File: src/cfg_decoder_params.svh
// configuration word decoder: addresses, field positions and erased value
`ifndef CFG_DECODER_PARAMS_SVH
`define CFG_DECODER_PARAMS_SVH

// ==========================================================
// table addresses of the configuration words
`define CFG_ADDR_W 24
`define CFG_ADDR_OSC_SEL 24'hF80006
`define CFG_ADDR_OSC 24'hF80008
`define CFG_ADDR_WDT 24'hF8000A
`define CFG_ADDR_RST 24'hF8000C
`define CFG_ADDR_DBG 24'hF8000E

// ==========================================================
// word indices in the storage array
`define CFG_IDX_OSC_SEL 3'h0
`define CFG_IDX_OSC 3'h1
`define CFG_IDX_WDT 3'h2
`define CFG_IDX_RST 3'h3
`define CFG_IDX_DBG 3'h4
`define CFG_NUM_WORDS 5

// ==========================================================
// implemented-bit masks and erased value
`define CFG_MASK_OSC_SEL 8'hE7
`define CFG_MASK_OSC 8'hFF
`define CFG_MASK_WDT 8'hFF
`define CFG_MASK_RST 8'hFF
`define CFG_MASK_DBG 8'h83
`define CFG_ERASED 8'hFF

// ==========================================================
// field positions
`define OSEL_TWO_SPEED 7
`define OSEL_SLOW_RC_PWR 6
`define OSEL_SEC_SRC 5
`define OSEL_INIT_OSC_HI 2
`define OSC_SWITCH_HI 7
`define OSC_SWITCH_LO 6
`define OSC_SEC_PWR 5
`define OSC_FREQ_HI 4
`define OSC_FREQ_LO 3
`define OSC_CLKOUT 2
`define OSC_PMODE_HI 1
`define WDT_EN_HI 7
`define WDT_WIN_DIS 6
`define WDT_EN_LO 5
`define WDT_PRESCALE 4
`define WDT_POST_HI 3
`define RST_PIN_EN 7
`define RST_BOR_LVL_HI 6
`define RST_BOR_LVL_LO 5
`define RST_I2C_MAP 4
`define RST_PWRUP 3
`define RST_RETENTION 2
`define RST_BOR_EN_HI 1
`define DBG_DEBUG_N 7
`define DBG_PAIR_HI 1

`endif

File: src/cfg_decoder_pkg.sv
// configuration word decoder: shared types
package cfg_decoder_pkg;
  typedef enum logic [2:0] {
    OSC_FAST_RC = 3'h0,
    OSC_FAST_RC_DIV_PLL = 3'h1,
    OSC_PRIMARY = 3'h2,
    OSC_PRIMARY_PLL = 3'h3,
    OSC_SECONDARY = 3'h4,
    OSC_SLOW_RC = 3'h5,
    OSC_LP_FAST_RC_DIV = 3'h6,
    OSC_FAST_RC_DIV = 3'h7
  } osc_select_type;

  typedef enum logic [1:0] {
    PMODE_EXT_CLK = 2'h0,
    PMODE_STD_XTAL = 2'h1,
    PMODE_HS_XTAL = 2'h2,
    PMODE_DISABLED = 2'h3
  } prim_mode_type;
endpackage

File: src/config_word_decoder.sv
// configuration word storage, table access and decoded settings
// Function
// - switchover bit enables two-speed start-up
// - slow RC power bit selects accuracy mode
// - secondary source bit selects crystal or digital
// - three-bit field picks initial oscillator
// - clock switch field gates switching, fail-safe
// - secondary oscillator power bit selects power
// - primary frequency range field, 00 reserved
// - clock output only in disabled/external modes
// - primary mode field selects oscillator mode
// - watchdog enable pair selects hw/sw control
// - window bit; cleared disabled watchdog never resets
// - prescaler bit picks 1:128 or 1:32
// - postscale ratio is two to field
// - reset pin enable selects reset or input
// - brown-out level field selects trip voltage
// - I2C map bit picks default/alternate pins
// - power-up timer bit enables delay timer
// - retention bit gates runtime retention control
// - brown-out enable field selects hw/sw control
// - debugger enable bit is active low
// - debug pin pair field, 00 reserved
// - reset pin bit programs only in high-voltage entry; bulk erase sets it in any mode
// - unimplemented bits zero, erased bits one
// - programmed reads zero, table access only
`timescale 1ns/1ns
`include "cfg_decoder_params.svh"

module config_word_decoder (
  // clock and reset
  input wire logic i_mclk,
  input wire logic i_rst,
  // table read/write port
  input wire logic i_tbl_rd,
  input wire logic i_tbl_wr,
  input wire logic [23:0] i_tbl_addr,
  input wire logic [7:0] i_tbl_wdata,
  output logic [7:0] o_tbl_rdata,
  output logic o_tbl_ack,
  // programmer
  input wire logic i_bulk_erase,
  input wire logic i_hv_prog_entry,
  // runtime controls
  input wire logic i_sleep,
  input wire logic i_watchdog_sw_enable,
  input wire logic i_watchdog_clear_instr,
  input wire logic i_watchdog_window_open,
  input wire logic i_brownout_sw_enable,
  input wire logic i_retention_runtime_en,
  input wire logic i_shared_input_pin,
  // oscillator settings
  output logic o_two_speed_startup_en,
  output logic o_slow_rc_high_power,
  output logic o_secondary_crystal_en,
  output logic o_secondary_digital_clk_in_sel,
  output cfg_decoder_pkg::osc_select_type o_initial_osc_select,
  output logic o_clock_switch_en,
  output logic o_fail_safe_monitor_en,
  output logic o_secondary_osc_high_power,
  output logic [1:0] o_primary_freq_range,
  output logic o_primary_freq_invalid,
  output logic o_clock_out_en,
  output cfg_decoder_pkg::prim_mode_type o_primary_osc_mode,
  // watchdog settings
  output logic o_watchdog_run,
  output logic o_watchdog_sw_ctrl,
  output logic o_watchdog_windowed,
  output logic o_watchdog_prescale_128,
  output logic [3:0] o_watchdog_postscale_sel,
  output logic [15:0] o_watchdog_postscale_div,
  output logic o_watchdog_clear_reset,
  // reset and power settings
  output logic o_reset_pin_enable,
  output logic o_master_reset_req,
  output logic o_shared_input_val,
  output logic [1:0] o_brownout_level_sel,
  output logic o_brownout_zero_power,
  output logic o_brownout_run,
  output logic o_brownout_sw_ctrl,
  output logic o_i2c_alt_pins,
  output logic o_powerup_timer_en,
  output logic o_retention_avail,
  output logic o_retention_active,
  // debugger settings
  output logic o_debug_en,
  output logic [2:0] o_prog_pin_pair_sel,
  output logic o_debug_pin_invalid
);
  import cfg_decoder_pkg::*;

  // ==========================================================
  // pin synchronisers
  logic hv_meta_r;
  logic hv_sync_r;
  logic pin_meta_r;
  logic pin_sync_r;

  always_ff @(posedge i_mclk)
  begin
    hv_meta_r <= i_hv_prog_entry;
    hv_sync_r <= hv_meta_r;
    pin_meta_r <= i_shared_input_pin;
    pin_sync_r <= pin_meta_r;
  end

  // ==========================================================
  // address decode
  logic [2:0] word_idx;
  logic word_hit;

  always_comb
  begin
    word_idx = `CFG_IDX_OSC_SEL;
    word_hit = 1'b1;
    if (i_tbl_addr == `CFG_ADDR_OSC_SEL)
      word_idx = `CFG_IDX_OSC_SEL;
    else if (i_tbl_addr == `CFG_ADDR_OSC)
      word_idx = `CFG_IDX_OSC;
    else if (i_tbl_addr == `CFG_ADDR_WDT)
      word_idx = `CFG_IDX_WDT;
    else if (i_tbl_addr == `CFG_ADDR_RST)
      word_idx = `CFG_IDX_RST;
    else if (i_tbl_addr == `CFG_ADDR_DBG)
      word_idx = `CFG_IDX_DBG;
    else
      word_hit = 1'b0;
  end

  // ==========================================================
  // configuration storage
  // programming only clears bits; erase is the only way back to one
  localparam logic [7:0] IMPL_MASK [0:`CFG_NUM_WORDS-1] = '{
    `CFG_MASK_OSC_SEL, `CFG_MASK_OSC, `CFG_MASK_WDT, `CFG_MASK_RST, `CFG_MASK_DBG};
  logic [7:0] cfg_mem_r [0:`CFG_NUM_WORDS-1];
  logic [7:0] lat_r [0:`CFG_NUM_WORDS-1];

  genvar gw;
  generate
    for (gw = 0; gw < `CFG_NUM_WORDS; gw++)
    begin : g_word
      logic [7:0] keep_mask;
      logic sel;
      assign sel = word_hit && (word_idx == 3'(gw));
      // reset pin bit is frozen unless high-voltage entry is active
      assign keep_mask = (gw == `CFG_IDX_RST && !hv_sync_r) ? 8'h80 : 8'h00;

      always_ff @(posedge i_mclk)
      begin
        if (i_bulk_erase)
          cfg_mem_r[gw] <= `CFG_ERASED & IMPL_MASK[gw];
        else if (i_tbl_wr && sel)
          cfg_mem_r[gw] <= cfg_mem_r[gw] & (i_tbl_wdata | keep_mask) & IMPL_MASK[gw];
      end

      // settings follow storage only while reset is held
      always_ff @(posedge i_mclk)
      begin
        if (i_rst)
          lat_r[gw] <= cfg_mem_r[gw] & IMPL_MASK[gw];
      end
    end
  endgenerate

  // ==========================================================
  // table read response
  always_ff @(posedge i_mclk)
  begin
    if (i_rst)
    begin
      o_tbl_rdata <= 8'h00;
      o_tbl_ack <= 1'b0;
    end
    else
    begin
      o_tbl_ack <= i_tbl_rd || i_tbl_wr;
      if (i_tbl_rd && word_hit)
        o_tbl_rdata <= cfg_mem_r[word_idx] & IMPL_MASK[word_idx];
      else if (i_tbl_rd)
        o_tbl_rdata <= 8'h00;
    end
  end

  // ==========================================================
  // oscillator decode
  logic [7:0] osel;
  logic [7:0] oscw;
  assign osel = lat_r[`CFG_IDX_OSC_SEL];
  assign oscw = lat_r[`CFG_IDX_OSC];

  always_ff @(posedge i_mclk)
  begin
    o_two_speed_startup_en <= osel[`OSEL_TWO_SPEED];
    o_slow_rc_high_power <= osel[`OSEL_SLOW_RC_PWR];
    o_secondary_crystal_en <= osel[`OSEL_SEC_SRC];
    o_secondary_digital_clk_in_sel <= !osel[`OSEL_SEC_SRC];
    o_initial_osc_select <= osc_select_type'(osel[`OSEL_INIT_OSC_HI:0]);
    o_clock_switch_en <= !oscw[`OSC_SWITCH_HI];
    o_fail_safe_monitor_en <= !oscw[`OSC_SWITCH_HI] && !oscw[`OSC_SWITCH_LO];
    o_secondary_osc_high_power <= oscw[`OSC_SEC_PWR];
    o_primary_freq_range <= oscw[`OSC_FREQ_HI:`OSC_FREQ_LO];
    o_primary_freq_invalid <= oscw[`OSC_FREQ_HI:`OSC_FREQ_LO] == 2'h0;
    o_primary_osc_mode <= prim_mode_type'(oscw[`OSC_PMODE_HI:0]);
  end

  // a crystal on the pin would fight the clock driver, so gate by mode
  always_ff @(posedge i_mclk)
  begin
    o_clock_out_en <= oscw[`OSC_CLKOUT] &&
      (oscw[`OSC_PMODE_HI:0] == 2'h3 || oscw[`OSC_PMODE_HI:0] == 2'h0);
  end

  // ==========================================================
  // watchdog decode
  logic [7:0] wdtw;
  logic [1:0] wdt_en_pair;
  logic wdt_run_nxt;
  assign wdtw = lat_r[`CFG_IDX_WDT];
  assign wdt_en_pair = {wdtw[`WDT_EN_HI], wdtw[`WDT_EN_LO]};

  always_comb
  begin
    case (wdt_en_pair)
      2'h3: wdt_run_nxt = 1'b1;
      2'h2: wdt_run_nxt = i_watchdog_sw_enable;
      2'h1: wdt_run_nxt = !i_sleep;
      default: wdt_run_nxt = 1'b0;
    endcase
  end

  always_ff @(posedge i_mclk)
  begin
    o_watchdog_run <= wdt_run_nxt;
    o_watchdog_sw_ctrl <= wdt_en_pair == 2'h2;
    o_watchdog_windowed <= !wdtw[`WDT_WIN_DIS];
    o_watchdog_prescale_128 <= wdtw[`WDT_PRESCALE];
    o_watchdog_postscale_sel <= wdtw[`WDT_POST_HI:0];
    o_watchdog_postscale_div <= 16'h0001 << wdtw[`WDT_POST_HI:0];
  end

  // early clear in windowed mode resets; a stopped watchdog never does
  always_ff @(posedge i_mclk)
  begin
    if (i_rst)
      o_watchdog_clear_reset <= 1'b0;
    else
      o_watchdog_clear_reset <= i_watchdog_clear_instr && !wdtw[`WDT_WIN_DIS] &&
        !i_watchdog_window_open && wdt_run_nxt;
  end

  // ==========================================================
  // reset and power decode
  logic [7:0] rstw;
  logic [1:0] bor_en;
  logic bor_run_nxt;
  assign rstw = lat_r[`CFG_IDX_RST];
  assign bor_en = rstw[`RST_BOR_EN_HI:0];

  always_comb
  begin
    case (bor_en)
      2'h3: bor_run_nxt = 1'b1;
      2'h2: bor_run_nxt = !i_sleep;
      2'h1: bor_run_nxt = i_brownout_sw_enable;
      default: bor_run_nxt = 1'b0;
    endcase
  end

  always_ff @(posedge i_mclk)
  begin
    o_reset_pin_enable <= rstw[`RST_PIN_EN];
    o_brownout_level_sel <= rstw[`RST_BOR_LVL_HI:`RST_BOR_LVL_LO];
    o_brownout_zero_power <= rstw[`RST_BOR_LVL_HI:`RST_BOR_LVL_LO] == 2'h0;
    o_brownout_run <= bor_run_nxt;
    o_brownout_sw_ctrl <= bor_en == 2'h1;
    o_i2c_alt_pins <= !rstw[`RST_I2C_MAP];
    o_powerup_timer_en <= rstw[`RST_PWRUP];
    o_retention_avail <= !rstw[`RST_RETENTION];
    o_retention_active <= !rstw[`RST_RETENTION] && i_retention_runtime_en && i_sleep;
  end

  // shared pin: active-low reset or plain input, never both
  always_ff @(posedge i_mclk)
  begin
    o_master_reset_req <= rstw[`RST_PIN_EN] && !pin_sync_r;
    o_shared_input_val <= !rstw[`RST_PIN_EN] && pin_sync_r;
  end

  // ==========================================================
  // debugger decode
  logic [7:0] dbgw;
  assign dbgw = lat_r[`CFG_IDX_DBG];

  always_ff @(posedge i_mclk)
  begin
    o_debug_en <= !dbgw[`DBG_DEBUG_N];
    o_prog_pin_pair_sel <= {dbgw[`DBG_PAIR_HI:0] == 2'h1, dbgw[`DBG_PAIR_HI:0] == 2'h2,
      dbgw[`DBG_PAIR_HI:0] == 2'h3};
    o_debug_pin_invalid <= dbgw[`DBG_PAIR_HI:0] == 2'h0;
  end

  logic past_run_ok;
  always_ff @(posedge i_mclk)
  begin
    past_run_ok <= !i_rst;
  end
endmodule // config_word_decoder

File: config.mk
export PLATFORM = sky130hd
export DESIGN_NAME = config_word_decoder
export DESIGN_NICKNAME = d
export VERILOG_FILES = /design/src/cfg_decoder_pkg.sv /design/src/config_word_decoder.sv
export VERILOG_INCLUDE_DIRS = /design/src /design/src/src
export SDC_FILE = /design/constraint.sdc
export NUM_CORES = 1
export LEC_CHECK = 0
export ABC_AREA = 1
export BUFFER_PORTS_ARGS = -buffer_cell sky130_fd_sc_hd__buf_2
export CAP_MARGIN = 10
export CORE_AREA = 2 2 121 123
export DETAILED_ROUTE_END_ITERATION = 10
export DIE_AREA = 0 0 123 125
export PLACE_DENSITY = 0.63
export REMOVE_ABC_BUFFERS = 1
export SLEW_MARGIN = 10
export SYNTH_ARGS = -nofsm -noshare
export SYNTH_HDL_FRONTEND = slang
export SYNTH_SLANG_ARGS = --single-unit
File: constraint.sdc
create_clock -name i_mclk -period 2.9 [get_ports i_mclk]
set_input_delay 0.145 -clock i_mclk [delete_from_list [all_inputs] [get_ports i_mclk]]
set_output_delay 0.145 -clock i_mclk [all_outputs]
set_load 0.02 [all_outputs]
# After elaboration in Yosys (flattened, before gate mapping)
# Memory sizes are Yosys's and may differ from the RTL's.
# Cells that the tools add are included.
# op_classes
shift	1
addsub	0
n_eq_ne	19
n_mux	41
div	0
bitwise_logic	13
mul	0
magnitude_cmp	1
reduce_logical	39
# ops
op	n
== test 24 bit (second input constant)	5
two-way mux 8 bit	10
AND 8 bit	6
two-way mux 1 bit	24
logical AND 1 bit	20
<< shifter 1 x 4 -> 16 bit (first input constant)	1
two-way mux 3 bit	5
== test 2 bit (second input constant)	7
logical NOT 1 bit	11
logical NOT 2 bit	4
OR 8 bit	1
== test 2 x 1 -> 1 bit (second input constant)	3
== test 3 x 2 -> 1 bit (second input constant)	2
one-hot mux 1 bit (3 select lines)	2
OR 1 bit	5
greater-or-equal comparator 4 bit (second input constant)	1
NOT 3 -> 4 bit	1
== test 3 x 1 -> 1 bit (second input constant)	1
== test 3 bit (second input constant)	1
logical NOT 3 bit	1
logical OR 1 bit	2
nonzero test 2 bit	1
# word_totals
regBits	71
memories	3
wordCells	156
latchBits	0
output_inout_bits	67
ram_bits	80
rom_bits	64
# memory_table
name	depth	width	rd	rd_ports_with_merged_regs	write_ports	line_no	rtl
(name not given)	8	8	1	0	0	config_word_decoder.sv:178	o_tbl_rdata <= cfg_mem_r[word_idx] & IMPL_MASK[word_idx];
cfg_mem_r	5	8	6	0	5	config_word_decoder.sv:135	logic [7:0] cfg_mem_r [0:`CFG_NUM_WORDS-1];
lat_r	5	8	5	0	5	config_word_decoder.sv:136	logic [7:0] lat_r [0:`CFG_NUM_WORDS-1];

# Longest topological paths before layout
# Gate-level depths: netlist of run 1.
# depth
depth_word	13
depth_mapped	13
mapped_depth_nobuf	12

# Least setup slack after synthesis of run 1
# Ideal clock, no wire load.
# synth_timing
path_type	input to register
from	in i_tbl_addr[17]
to	mem cfg_mem_r[3][0], enable pin
setup_slack_ps	1147
t_arrival_ps	1369
cell_stages	7
required_time_ps	2516
path_cell_list	inv_1 > nand2_1 > nor2_2 > nand2_2 > nor2_8 > nand2_1 > o21ai_0
# synth_lines
item	line_no	rtl
from (decl)	config_word_decoder.sv:37	input wire logic [23:0] i_tbl_addr,
to (decl)	config_word_decoder.sv:135	

==> results of run 1 <==
==> layout make-up <==
| class | instances | area [um^2] | area share |
|---|---|---|---|
| sequential | 137 | 3400 | 0.538 |
| multi-input combinational | 241 | 1190 | 0.188 |
| timing repair buffer | 122 | 661 | 0.104 |
| clock buffer | 26 | 564 | 0.0892 |
| tap | 184 | 230 | 0.0364 |
| inverter | 54 | 203 | 0.0320 |
| clock inverter | 5 | 75.1 | 0.0119 |
| antenna | 1 | 2.50 | 0.000396 |
==> registers in the layout (all words and copies together) (netlist names), 2 cells and up <==
signal	count
cfg_mem_r	33
o_tbl_rdata	8
o_primary_freq_range	2
o_initial_osc_select	3
o_prog_pin_pair_sel	3
o_watchdog_postscale_div	16
o_primary_osc_mode	2
o_brownout_level_sel	2
o_watchdog_postscale_sel	4
lat_r	33
==> repair_timing <==
item | in CTS | in global routing
hold endpoints to repair | 6 | 0
setup buffers | 0 | 0
hold buffers | 9 | 0
==> layer usage <==
| metal | wire, um | vias to the layer above |
|---|---|---|
| li1 | - | 1692 |
| met2 | 4840 | 114 |
| met5 | 0 | - |
| met3 | 700 | 7 |
| met4 | 101 | 0 |
| met1 | 4380 | 1540 |
==> synth_stat cells, types with 2 or more instances <==
| library cell | instances |
|---|---|
| nand2_1 | 93 |
| dfxtp_1 | 71 |
| edfxtp_1 | 66 |
| nor2_1 | 54 |
| inv_1 | 51 |
| nand3_1 | 27 |
| o21ai_0 | 15 |
| a21oi_1 | 9 |
| nand2_2 | 7 |
| nor2_2 | 7 |
| nand4_1 | 4 |
| nor2_4 | 3 |
| o21ai_2 | 3 |
| a21oi_2 | 2 |
| clkbuf_1 | 2 |
| inv_2 | 2 |
| nor2_8 | 2 |
| nor3_1 | 2 |
| nor3_4 | 2 |
| o211ai_1 | 2 |
==> through the flow <==
step	utilization	std cells	power, uW	setup WS, ps
after floorplan	-	432	2120	1080
after global placement	0.394	729	2190	1220
after detailed placement	0.394	729	2190	1150
after CTS	0.445	769	4450	1450
after global routing	0.445	769	4550	1310
final	0.445	770	4400	1390
==> cell families after synthesis <==
kind of cell,Yosys count
AOI/OAI and AO/OA,34
buffers and inverters,57
DFF,137
and+or+nand+nor,207
==> worst min-delay path by stage <==
stage	depth (start not counted)	start	to	slack, ps
floorplan	0	i_hv_prog_entry	hv_meta_r$_DFF_P_	170
global placement	1	i_shared_input_pin	pin_meta_r$_DFF_P_	250
detailed placement	1	i_hv_prog_entry	hv_meta_r$_DFF_P_	250
CTS	3	i_tbl_wdata[4]	cfg_mem_r[2][4]$_SDFFCE_PN1P_	30
global route	3	i_tbl_wdata[4]	cfg_mem_r[1][4]$_SDFFCE_PN1P_	50
finish	3	i_tbl_wdata[4]	cfg_mem_r[2][4]$_SDFFCE_PN1P_	50
==> critical path: cells and delay by family, from the launching register on <==
kind / cells / cell delay (ps)
AND/OR/NAND/NOR: 3 / 310
flip-flops: 1 / 380
AO/OA/AOI/OAI: 1 / 130
buffers and inverters: 2 / 630
==> power by group <==
| part | total, uW | internal [uW] | switching (uW) | leakage, uW |
|---|---|---|---|---|
| logic | 120 | 43.3 | 76.8 | 0.00145 |
| clock network | 2250 | 1510 | 736 | 0.000317 |
| registers | 2040 | 2030 | 3.20 | 0.00103 |
| total | 4400 | 3590 | 816 | 0.00280 |
==> layout by cell type, fill, tap and decap left out, types with 2 or more instances in the layout <==
| cell | instances |
|---|---|
| o21ai_0 | 15 |
| nor3_4 | 2 |
| edfxtp_1 | 66 |
| nor2_8 | 2 |
| clkbuf_1 | 3 |
| a21oi_2 | 2 |
| nor3_1 | 2 |
| bufinv_16 | 2 |
| nand2_1 | 93 |
| nor2_4 | 3 |
| o21ai_2 | 3 |
| nand3_1 | 27 |
| dlygate4sd3_1 | 9 |
| inv_1 | 51 |
| inv_2 | 2 |
| dfxtp_1 | 71 |
| clkinv_2 | 3 |
| nand2_2 | 7 |
| clkbuf_16 | 21 |
| clkbuf_8 | 2 |
| nor2_2 | 7 |
| buf_4 | 2 |
| o211ai_1 | 2 |
| buf_2 | 111 |
| nor2_1 | 54 |
| nand4_1 | 4 |
| a21oi_1 | 9 |
==> results.sh, run 1 <==
export IMPL_synth_top_cell_by_area="edfxtp_1"
export IMPL_rows=44
export IMPL_fmax_mhz=662
export IMPL_synth_area_per_cell_um2=11.1
export IMPL_die_y_um=125
export IMPL_cts_tree="yes"
export IMPL_gr_total_overflow=0
export IMPL_grtUsageMet3=0.0520
export IMPL_slowest_stage="dlygate4sd3_1"
export IMPL_clk_latency_ps=410
export IMPL_ys_async_sr_fraction=0
export IMPL_holdWs_ps=46.6
export IMPL_io_buffers=111
export IMPL_layout_drive_gt1_share=0.299
export IMPL_cts_resized=0
export IMPL_grt_pass1_wl_mm=16.3
export IMPL_p_per_area_nw_per_um2=696
export IMPL_nFillCells=1354
export IMPL_drt_total_wl_mm=10.0
export IMPL_syn_area_um2=4810
export IMPL_peakVddDrop_mv=0.459
export IMPL_synth_simple_area_share=0.204
export IMPL_ys_ff_latch=137
export IMPL_grt_busiest_layer="met2"
export IMPL_grtUsageTotal=0.139
export IMPL_worst_slew_pin_slew_ps=989
export IMPL_drt_pass1_iter_count=4
export IMPL_cts_root_buf="clkbuf_16"
export IMPL_synth_area_leaders="edfxtp_1, dfxtp_1, nand2_1"
export IMPL_rsz0062_at_grt="false"
export IMPL_synthCells=435
export IMPL_synthMuxAreaShare=0
export IMPL_reg2regPathDepth=6
export IMPL_dpl_hpwl_mm=7.38
export IMPL_synth_xor_xnor_area_share=0
export IMPL_cp_required_ps=3250
export IMPL_synth_top_cell_area_share=0.412
export IMPL_drc=0
export IMPL_clk_path_buf_depth=2
export IMPL_critPathMaxFanout=3
export IMPL_synth_top_family_by_area="simple AND/OR/NAND/NOR gates"
export IMPL_h_tree_depth=4
export IMPL_crit_top_cell="nand2_1"
export IMPL_routedWlPerCell_um=13.0
export IMPL_startpoint="lat_r[0][21]$_DFFE_PP_"
export IMPL_setup_tns_ps=0
export IMPL_worst_clock_skew_ps=10.2
export IMPL_period_minus_slack_ps=1510
export IMPL_viasPerCell=4.35
export IMPL_synth_compound_area_frac=0.0432
export IMPL_ys_seq_area_frac=0.707
export IMPL_grt_util_met1=0.168
export IMPL_placed_cell_area_um2=5590
export IMPL_cts_num_sinks=137
export IMPL_ant_nets=0
export IMPL_synth_fa_ha_area_frac=0
export IMPL_path_class="reg -> reg"
export IMPL_path_cells="nand2_1 -> nand2_1 -> o21a_1 -> inv_1 -> nor4_1 -> dlygate4sd3_1"
export IMPL_yosysUniqueCellTypes=31
export IMPL_area_growth_pct=31.5
export IMPL_gp_congestion=0.860
export IMPL_leakage_uw=0.00280
export IMPL_synth_warnings=0
export IMPL_io_pins=112
export IMPL_nNetsFinal=618
export IMPL_status="finished clean"
export IMPL_grt_pass1_vias=3406
export IMPL_finalSetupViolCount=0
export IMPL_reg2reg_to="o_watchdog_clear_reset$_SDFF_PP0_"
export IMPL_numCtsBuffers=17
export IMPL_cp_start_kind="register"
export IMPL_drt_iter0_markers=200
export IMPL_hold_path_class="in -> reg"
export IMPL_rrSetupSlack_ps=1390
export IMPL_core_area_um2=14200
export IMPL_dieArea_um2=15400
export IMPL_maxSlewHeadroom=0.341
export IMPL_synth_edf_count=66
export IMPL_drv_slew=0
export IMPL_die_w_um=123
export IMPL_hold_viol_final=0
export IMPL_stdcell_area_um2=6330
export IMPL_worst_ep_arrival_time_ps=1860
export IMPL_grt_max_degree=44
export IMPL_vias=3353
export IMPL_clk_pin_slew_ps=60
export IMPL_slowest_delay_ps=590
export IMPL_cap_violations=0
export IMPL_grt_util_met2=0.226
export IMPL_cp_end_kind="register"
export IMPL_initial_utilization=0.339
export IMPL_period_share=0.521
export IMPL_r2r_start="lat_r[0][21]$_DFFE_PP_"
export IMPL_synthFlopType="dfxtp_1"
export IMPL_antenna_found_initial=1
export IMPL_cp_endpoint="o_watchdog_clear_reset$_SDFF_PP0_"
No activity file was read; power rests on OpenSTA's default activity.
==> run 2: changes to the inputs <==
PLACE_DENSITY = 0.65   (was 0.63)
clock period = 1.2 ns   (was 2.9 ns; I/O delays follow)
==> run 2 against run 1 <==
Against the previous run: cell count up 4.3%; first-iteration DRC count down 15%; utilization grew 2.0 points; count of clock-buffer cells in the layout fell by 3; die area unchanged; power increased by 140%; combinational power rose to 2.9 times the previous value; worst hold slack worse by 31 ps; largest cell class unchanged; highest routed layer unchanged.
==> results.sh, run 2 (same netlist as run 1, synthesis figures left out) <==
export IMPL_ant_nets=0
export IMPL_period_share=0.916
export IMPL_fin_cells=803
export IMPL_numCtsBuffers=17
export IMPL_status="finished clean"
export IMPL_maxSlewHeadroom=0.753
export IMPL_critPathMaxFanout=8
export IMPL_cp_start_kind="input port"
export IMPL_grt_max_degree=28
export IMPL_drt_pass1_iter_count=5
export IMPL_gp_congestion=0.839
export IMPL_cp_depth=7
export IMPL_gr_total_overflow=0
export IMPL_rsz0062_at_grt="true"
export IMPL_antenna_found_initial=0
export IMPL_io_buffers=111
export IMPL_cts_tree="yes"
export IMPL_routedWlPerCell_um=12.5
export IMPL_path_cells="buf_2 -> nor2_2 -> nand2_4 -> nor2_4 -> nand4_1 -> nor2_2 -> o21ai_0"
export IMPL_nNetsFinal=651
export IMPL_dieArea_um2=15400
export IMPL_antenna_cells=0
export IMPL_core_area_um2=14200
export IMPL_path_class="in -> reg"
export IMPL_clk_path_buf_depth=2
export IMPL_drc=0
export IMPL_dpl_hpwl_mm=7.60
export IMPL_die_y_um=125
export IMPL_drt_iter0_markers=170
export IMPL_worst_clock_skew_ps=15.1
export IMPL_grt_pass1_vias=3608
export IMPL_crit_family="simple AND/OR/NAND/NOR gates"
export IMPL_layout_drive_gt1_share=0.331
export IMPL_slowest_delay_ps=320
export IMPL_grt_pass1_wl_mm=16.7
export IMPL_p_per_area_nw_per_um2=1600
export IMPL_clk_pin_slew_ps=60
export IMPL_clk_latency_ps=410
export IMPL_rows=44
export IMPL_worst_ep_arrival_time_ps=1230
export IMPL_vias=3485
export IMPL_drt_total_wl_mm=10.1
export IMPL_hold_path_class="in -> reg"
export IMPL_worst_path_buf_inv=1
export IMPL_fmax_mhz=909
export IMPL_setup_tns_ps=0
export IMPL_worst_slew_pin_slew_ps=369
export IMPL_top_regs="cfg_mem_r x33, lat_r x33, o_watchdog_postscale_div x16"
export IMPL_cp_required_ps=1330
export IMPL_cts_num_sinks=137
export IMPL_drv_slew=0
export IMPL_layout_common_cells="buf_2, nand2_1, dfxtp_1"
export IMPL_cp_end_kind="register"
export IMPL_peakVddDrop_mv=0.755
export IMPL_min_path_cells=3
export IMPL_period_minus_slack_ps=1100
export IMPL_placedCellCount=756
export IMPL_io_pins=112
export IMPL_slowest_stage="nor2_2"
export IMPL_hold_viol_final=0
export IMPL_cts_root_buf="clkbuf_16"
export IMPL_viasPerCell=4.34
export IMPL_initial_utilization=0.339
export IMPL_die_w_um=123
export IMPL_leakage_uw=0.00297
export IMPL_reg2regPathDepth=6
export IMPL_area_growth_pct=37.5
export IMPL_finalSetupViolCount=0
export IMPL_h_tree_depth=4
export IMPL_nFillCells=1339
export IMPL_final_common_cell="buf_2"
export IMPL_cap_violations=0
export IMPL_crit_top_cell="nor2_2"
export IMPL_grtUsageTotal=0.141
## run 2: changes by cell type in the layout (fill, tap and decap cells not counted), moves of 2 or more
cell           delta
o21ai_0           -4
buf_4            +24
clkinv_4          +3
clkbuf_8          -2
clkinv_2          -2
inv_6             +2
dlygate4sd3_1     +6
buf_12            +3
o21ai_1           +4
## run 2: area by class of cell
cell class | count | area, um^2 | share of cell area
inverter | 54 | 203 | 0.0306
tap | 184 | 230 | 0.0348
clock inverter | 9 | 96.3 | 0.0146
sequential | 137 | 3400 | 0.514
clock buffer | 23 | 533 | 0.0806
timing repair buffer | 155 | 961 | 0.145
multi-input combinational | 241 | 1190 | 0.180
## run 2: worst register-to-register path, stage by stage, from the launching register on
cell and delay (ps):
edfxtp_1 430, nand3_1 110, nand2_1 50, nor2_1 90
nand3_1 110, nand2_1 80, a21oi_1 60
## run 2: worst paths after layout
check / from / end / slack (ps)
hold reg to reg: hv_meta_r$_DFF_P_ / hv_sync_r$_DFF_P_ / 330
setup / recovery: i_tbl_addr[7] / cfg_mem_r[1][6]$_SDFFCE_PN1P_ / 100
setup reg to reg: cfg_mem_r[3][1]$_SDFFCE_PN1P_ / o_tbl_rdata[1]$_SDFFE_PP0P_ / 140
hold / removal: i_tbl_wdata[6] / cfg_mem_r[3][6]$_SDFFCE_PN1P_ / 20
## run 2: report_power, final
part           switching [uW]  internal [uW]  leakage (uW)  total [uW]
sequential               7.62           4910       0.00103        4920
clock                    1930           3380      0.000311        5320
combinational             194            152       0.00162         346
## run 2: through the flow
step	worst slack (ps)	power, uW	utilization	hold slack (ps)	instance area [um^2]
after floorplan	-537	5120	-	87.7	4790
after global placement	-268	5320	0.411	162	5830
after detailed placement	-321	5320	0.411	167	5830
after CTS	109	10700	0.466	0.786	6610
after global routing	-2.74	10900	0.466	0.585	6620
final	100	10600	0.466	15.9	6620
## run 2: timing repair
action	in CTS	in global routing
buffers inserted	0	0
gates resized for setup	0	5
hold endpoints to repair	19	0
endpoints found under the setup margin	0	10
hold buffers	15	0
## run 2: routing by layer
layer / part of all wire / global-route usage / wire length [um]
met5: 0 / 0 / 0
met4: 0.020 / 0.0622 / 201
met3: 0.065 / 0.0424 / 653
met2: 0.49 / 0.231 / 4880
met1: 0.43 / 0.169 / 4320
==> run 3: changes to the inputs <==
CTS_BUF_LIST = sky130_fd_sc_hd__clkbuf_4 sky130_fd_sc_hd__clkbuf_8 sky130_fd_sc_hd__clkbuf_16   (was default)
==> run 3 against run 2 <==
Against the previous run: die area did not move; wire length is essentially flat; register-to-register slack barely moved; power is 0.54% higher; clock power up 0.9%; critical path type unchanged.
==> results.sh, run 3 (same netlist as run 1, synthesis figures left out) <==
export IMPL_area_growth_pct=37.6
export IMPL_met2_wirelength_mm=4.95
export IMPL_dpl_hpwl_mm=7.60
export IMPL_numCtsBuffers=17
export IMPL_cts_num_sinks=137
export IMPL_cp_start_kind="input port"
export IMPL_m1WireLength_mm=4.33
export IMPL_fin_cells=803
export IMPL_gp_congestion=0.839
export IMPL_worst_slew_pin_slew_ps=356
export IMPL_antenna_found_initial=0
export IMPL_cts_root_buf="clkbuf_16"
export IMPL_initial_utilization=0.339
export IMPL_io_pins=112
export IMPL_worst_ep_arrival_time_ps=1230
export IMPL_fmax_mhz=907
export IMPL_drt_total_wl_mm=10.0
export IMPL_final_common_cell="buf_2"
export IMPL_grt_pass1_vias=3598
export IMPL_drt_pass1_iter_count=5
export IMPL_status="finished clean"
export IMPL_layout_common_cells="buf_2, nand2_1, dfxtp_1"
export IMPL_clk_pin_slew_ps=60
export IMPL_nNetsFinal=651
export IMPL_drv_slew=0
export IMPL_routedWlPerCell_um=12.5
export IMPL_top_regs="cfg_mem_r x33, lat_r x33, o_watchdog_postscale_div x16"
export IMPL_period_minus_slack_ps=1100
export IMPL_vias=3485
export IMPL_power_internal_uw=8490
export IMPL_maxSlewHeadroom=0.763
export IMPL_stdcell_area_um2=6620
export IMPL_path_class="in -> reg"
export IMPL_p_per_area_nw_per_um2=1610
export IMPL_ant_nets=0
export IMPL_p_sw_frac=0.202
export IMPL_grt_max_degree=28
export IMPL_hold_viol_final=0
export IMPL_critPathMaxFanout=8
export IMPL_io_buffers=111
export IMPL_die_w_um=123
export IMPL_gr_total_overflow=0
export IMPL_drc=0
export IMPL_rows=44
export IMPL_clkPwrFrac=0.505
export IMPL_die_y_um=125
export IMPL_dieArea_um2=15400
export IMPL_clk_path_buf_depth=2
export IMPL_switchingPower_uw=2150
export IMPL_leakage_uw=0.00298
export IMPL_finalSetupViolCount=0
export IMPL_worst_clock_skew_ps=16.0
export IMPL_pwr_share_comb=0.033
export IMPL_wl_met3_um=600
export IMPL_seqPwrFrac=0.462
export IMPL_grtUsageTotal=0.140
export IMPL_drt_iter0_markers=167
export IMPL_post_cts_buffers=0
export IMPL_cap_violations=0
export IMPL_route_top_layer_used="met4"
export IMPL_core_area_um2=14200
export IMPL_placed_cell_area_um2=5830
export IMPL_clk_latency_ps=420
export IMPL_viasPerCell=4.34
export IMPL_cp_end_kind="register"
export IMPL_h_tree_depth=4
export IMPL_antenna_cells=0
export IMPL_cp_required_ps=1330
export IMPL_cts_tree="yes"
export IMPL_rsz0062_at_grt="true"
export IMPL_peakVddDrop_mv=0.756
export IMPL_hold_path_class="in -> reg"
export IMPL_period_share=0.918
export IMPL_layout_drive_gt1_share=0.334
export IMPL_grt_pass1_wl_mm=16.7
export IMPL_placedCellCount=756
-- run 3: cell counts in the layout (fill, tap and decap cells not counted) --
Identical to the previous run, type by type.
-- run 3: final timing paths --
check                                start                            end  slack (ps)  cells after the start
max                          i_tbl_addr[7]  cfg_mem_r[1][6]$_SDFFCE_PN1P_         100                      7
min                         i_tbl_wdata[6]  cfg_mem_r[3][6]$_SDFFCE_PN1P_          10                      3
max reg2reg  cfg_mem_r[3][1]$_SDFFCE_PN1P_    o_tbl_rdata[1]$_SDFFE_PP0P_         140                      6
min reg2reg              hv_meta_r$_DFF_P_              hv_sync_r$_DFF_P_         330                      0
-- run 3: cell type report --
type | instances | area [um^2]
clock buffers | 23 | 541
clock inverters | 9 | 96.3
fillers | 1336 | 7580
inverters | 54 | 203
multi-input cells | 241 | 1190
flip-flops and latches | 137 | 3400
well taps | 184 | 230
repair buffers | 155 | 961
-- run 3: what timing repair did --
item / 4_1_cts / 5_1_grt
hold endpoints to repair: 19 / 0
hold buffers: 15 / 0
setup endpoints to repair: 0 / 10
resized for setup: 0 / 5
-- run 3: routing by layer --
layer,global-route usage,up-vias
met4,0.0575,0
li1,-,1756
met2,0.233,114
met5,0,-
met3,0.0424,14
met1,0.169,1601
-- run 3: worst max-delay path, cell delays in order --
cell,delay [ps]
buf_2,100
nor2_2,130
nand2_4,120
nor2_4,170
nand4_1,150
nor2_2,320
o21ai_0,170
-- run 3: power by group through the flow --
stage | Sequential [uW] | Combinational, uW | Clock (uW)
final | 4920 | 346 | 5370
after global routing | 4910 | 381 | 5700
after CTS | 4920 | 348 | 5470
after detailed placement | 5020 | 308 | 0
after global placement | 5010 | 301 | 0
after floorplan | 5030 | 92.0 | 0
-- run 3: through the flow --
step | hold WS, ps | total power, uW | setup slack, ps | utilization | setup TNS [ps]
2_1_floorplan | 87.7 | 5120 | -537 | - | -10890
3_3_place_gp | 162 | 5320 | -268 | 0.411 | -14630
3_5_place_dp | 167 | 5320 | -321 | 0.411 | -16800
4_1_cts | 0.786 | 10700 | 109 | 0.466 | 0
5_1_grt | 0.585 | 11000 | -2.74 | 0.466 | -2.74
6_report | 14.2 | 10600 | 98.1 | 0.466 | 0
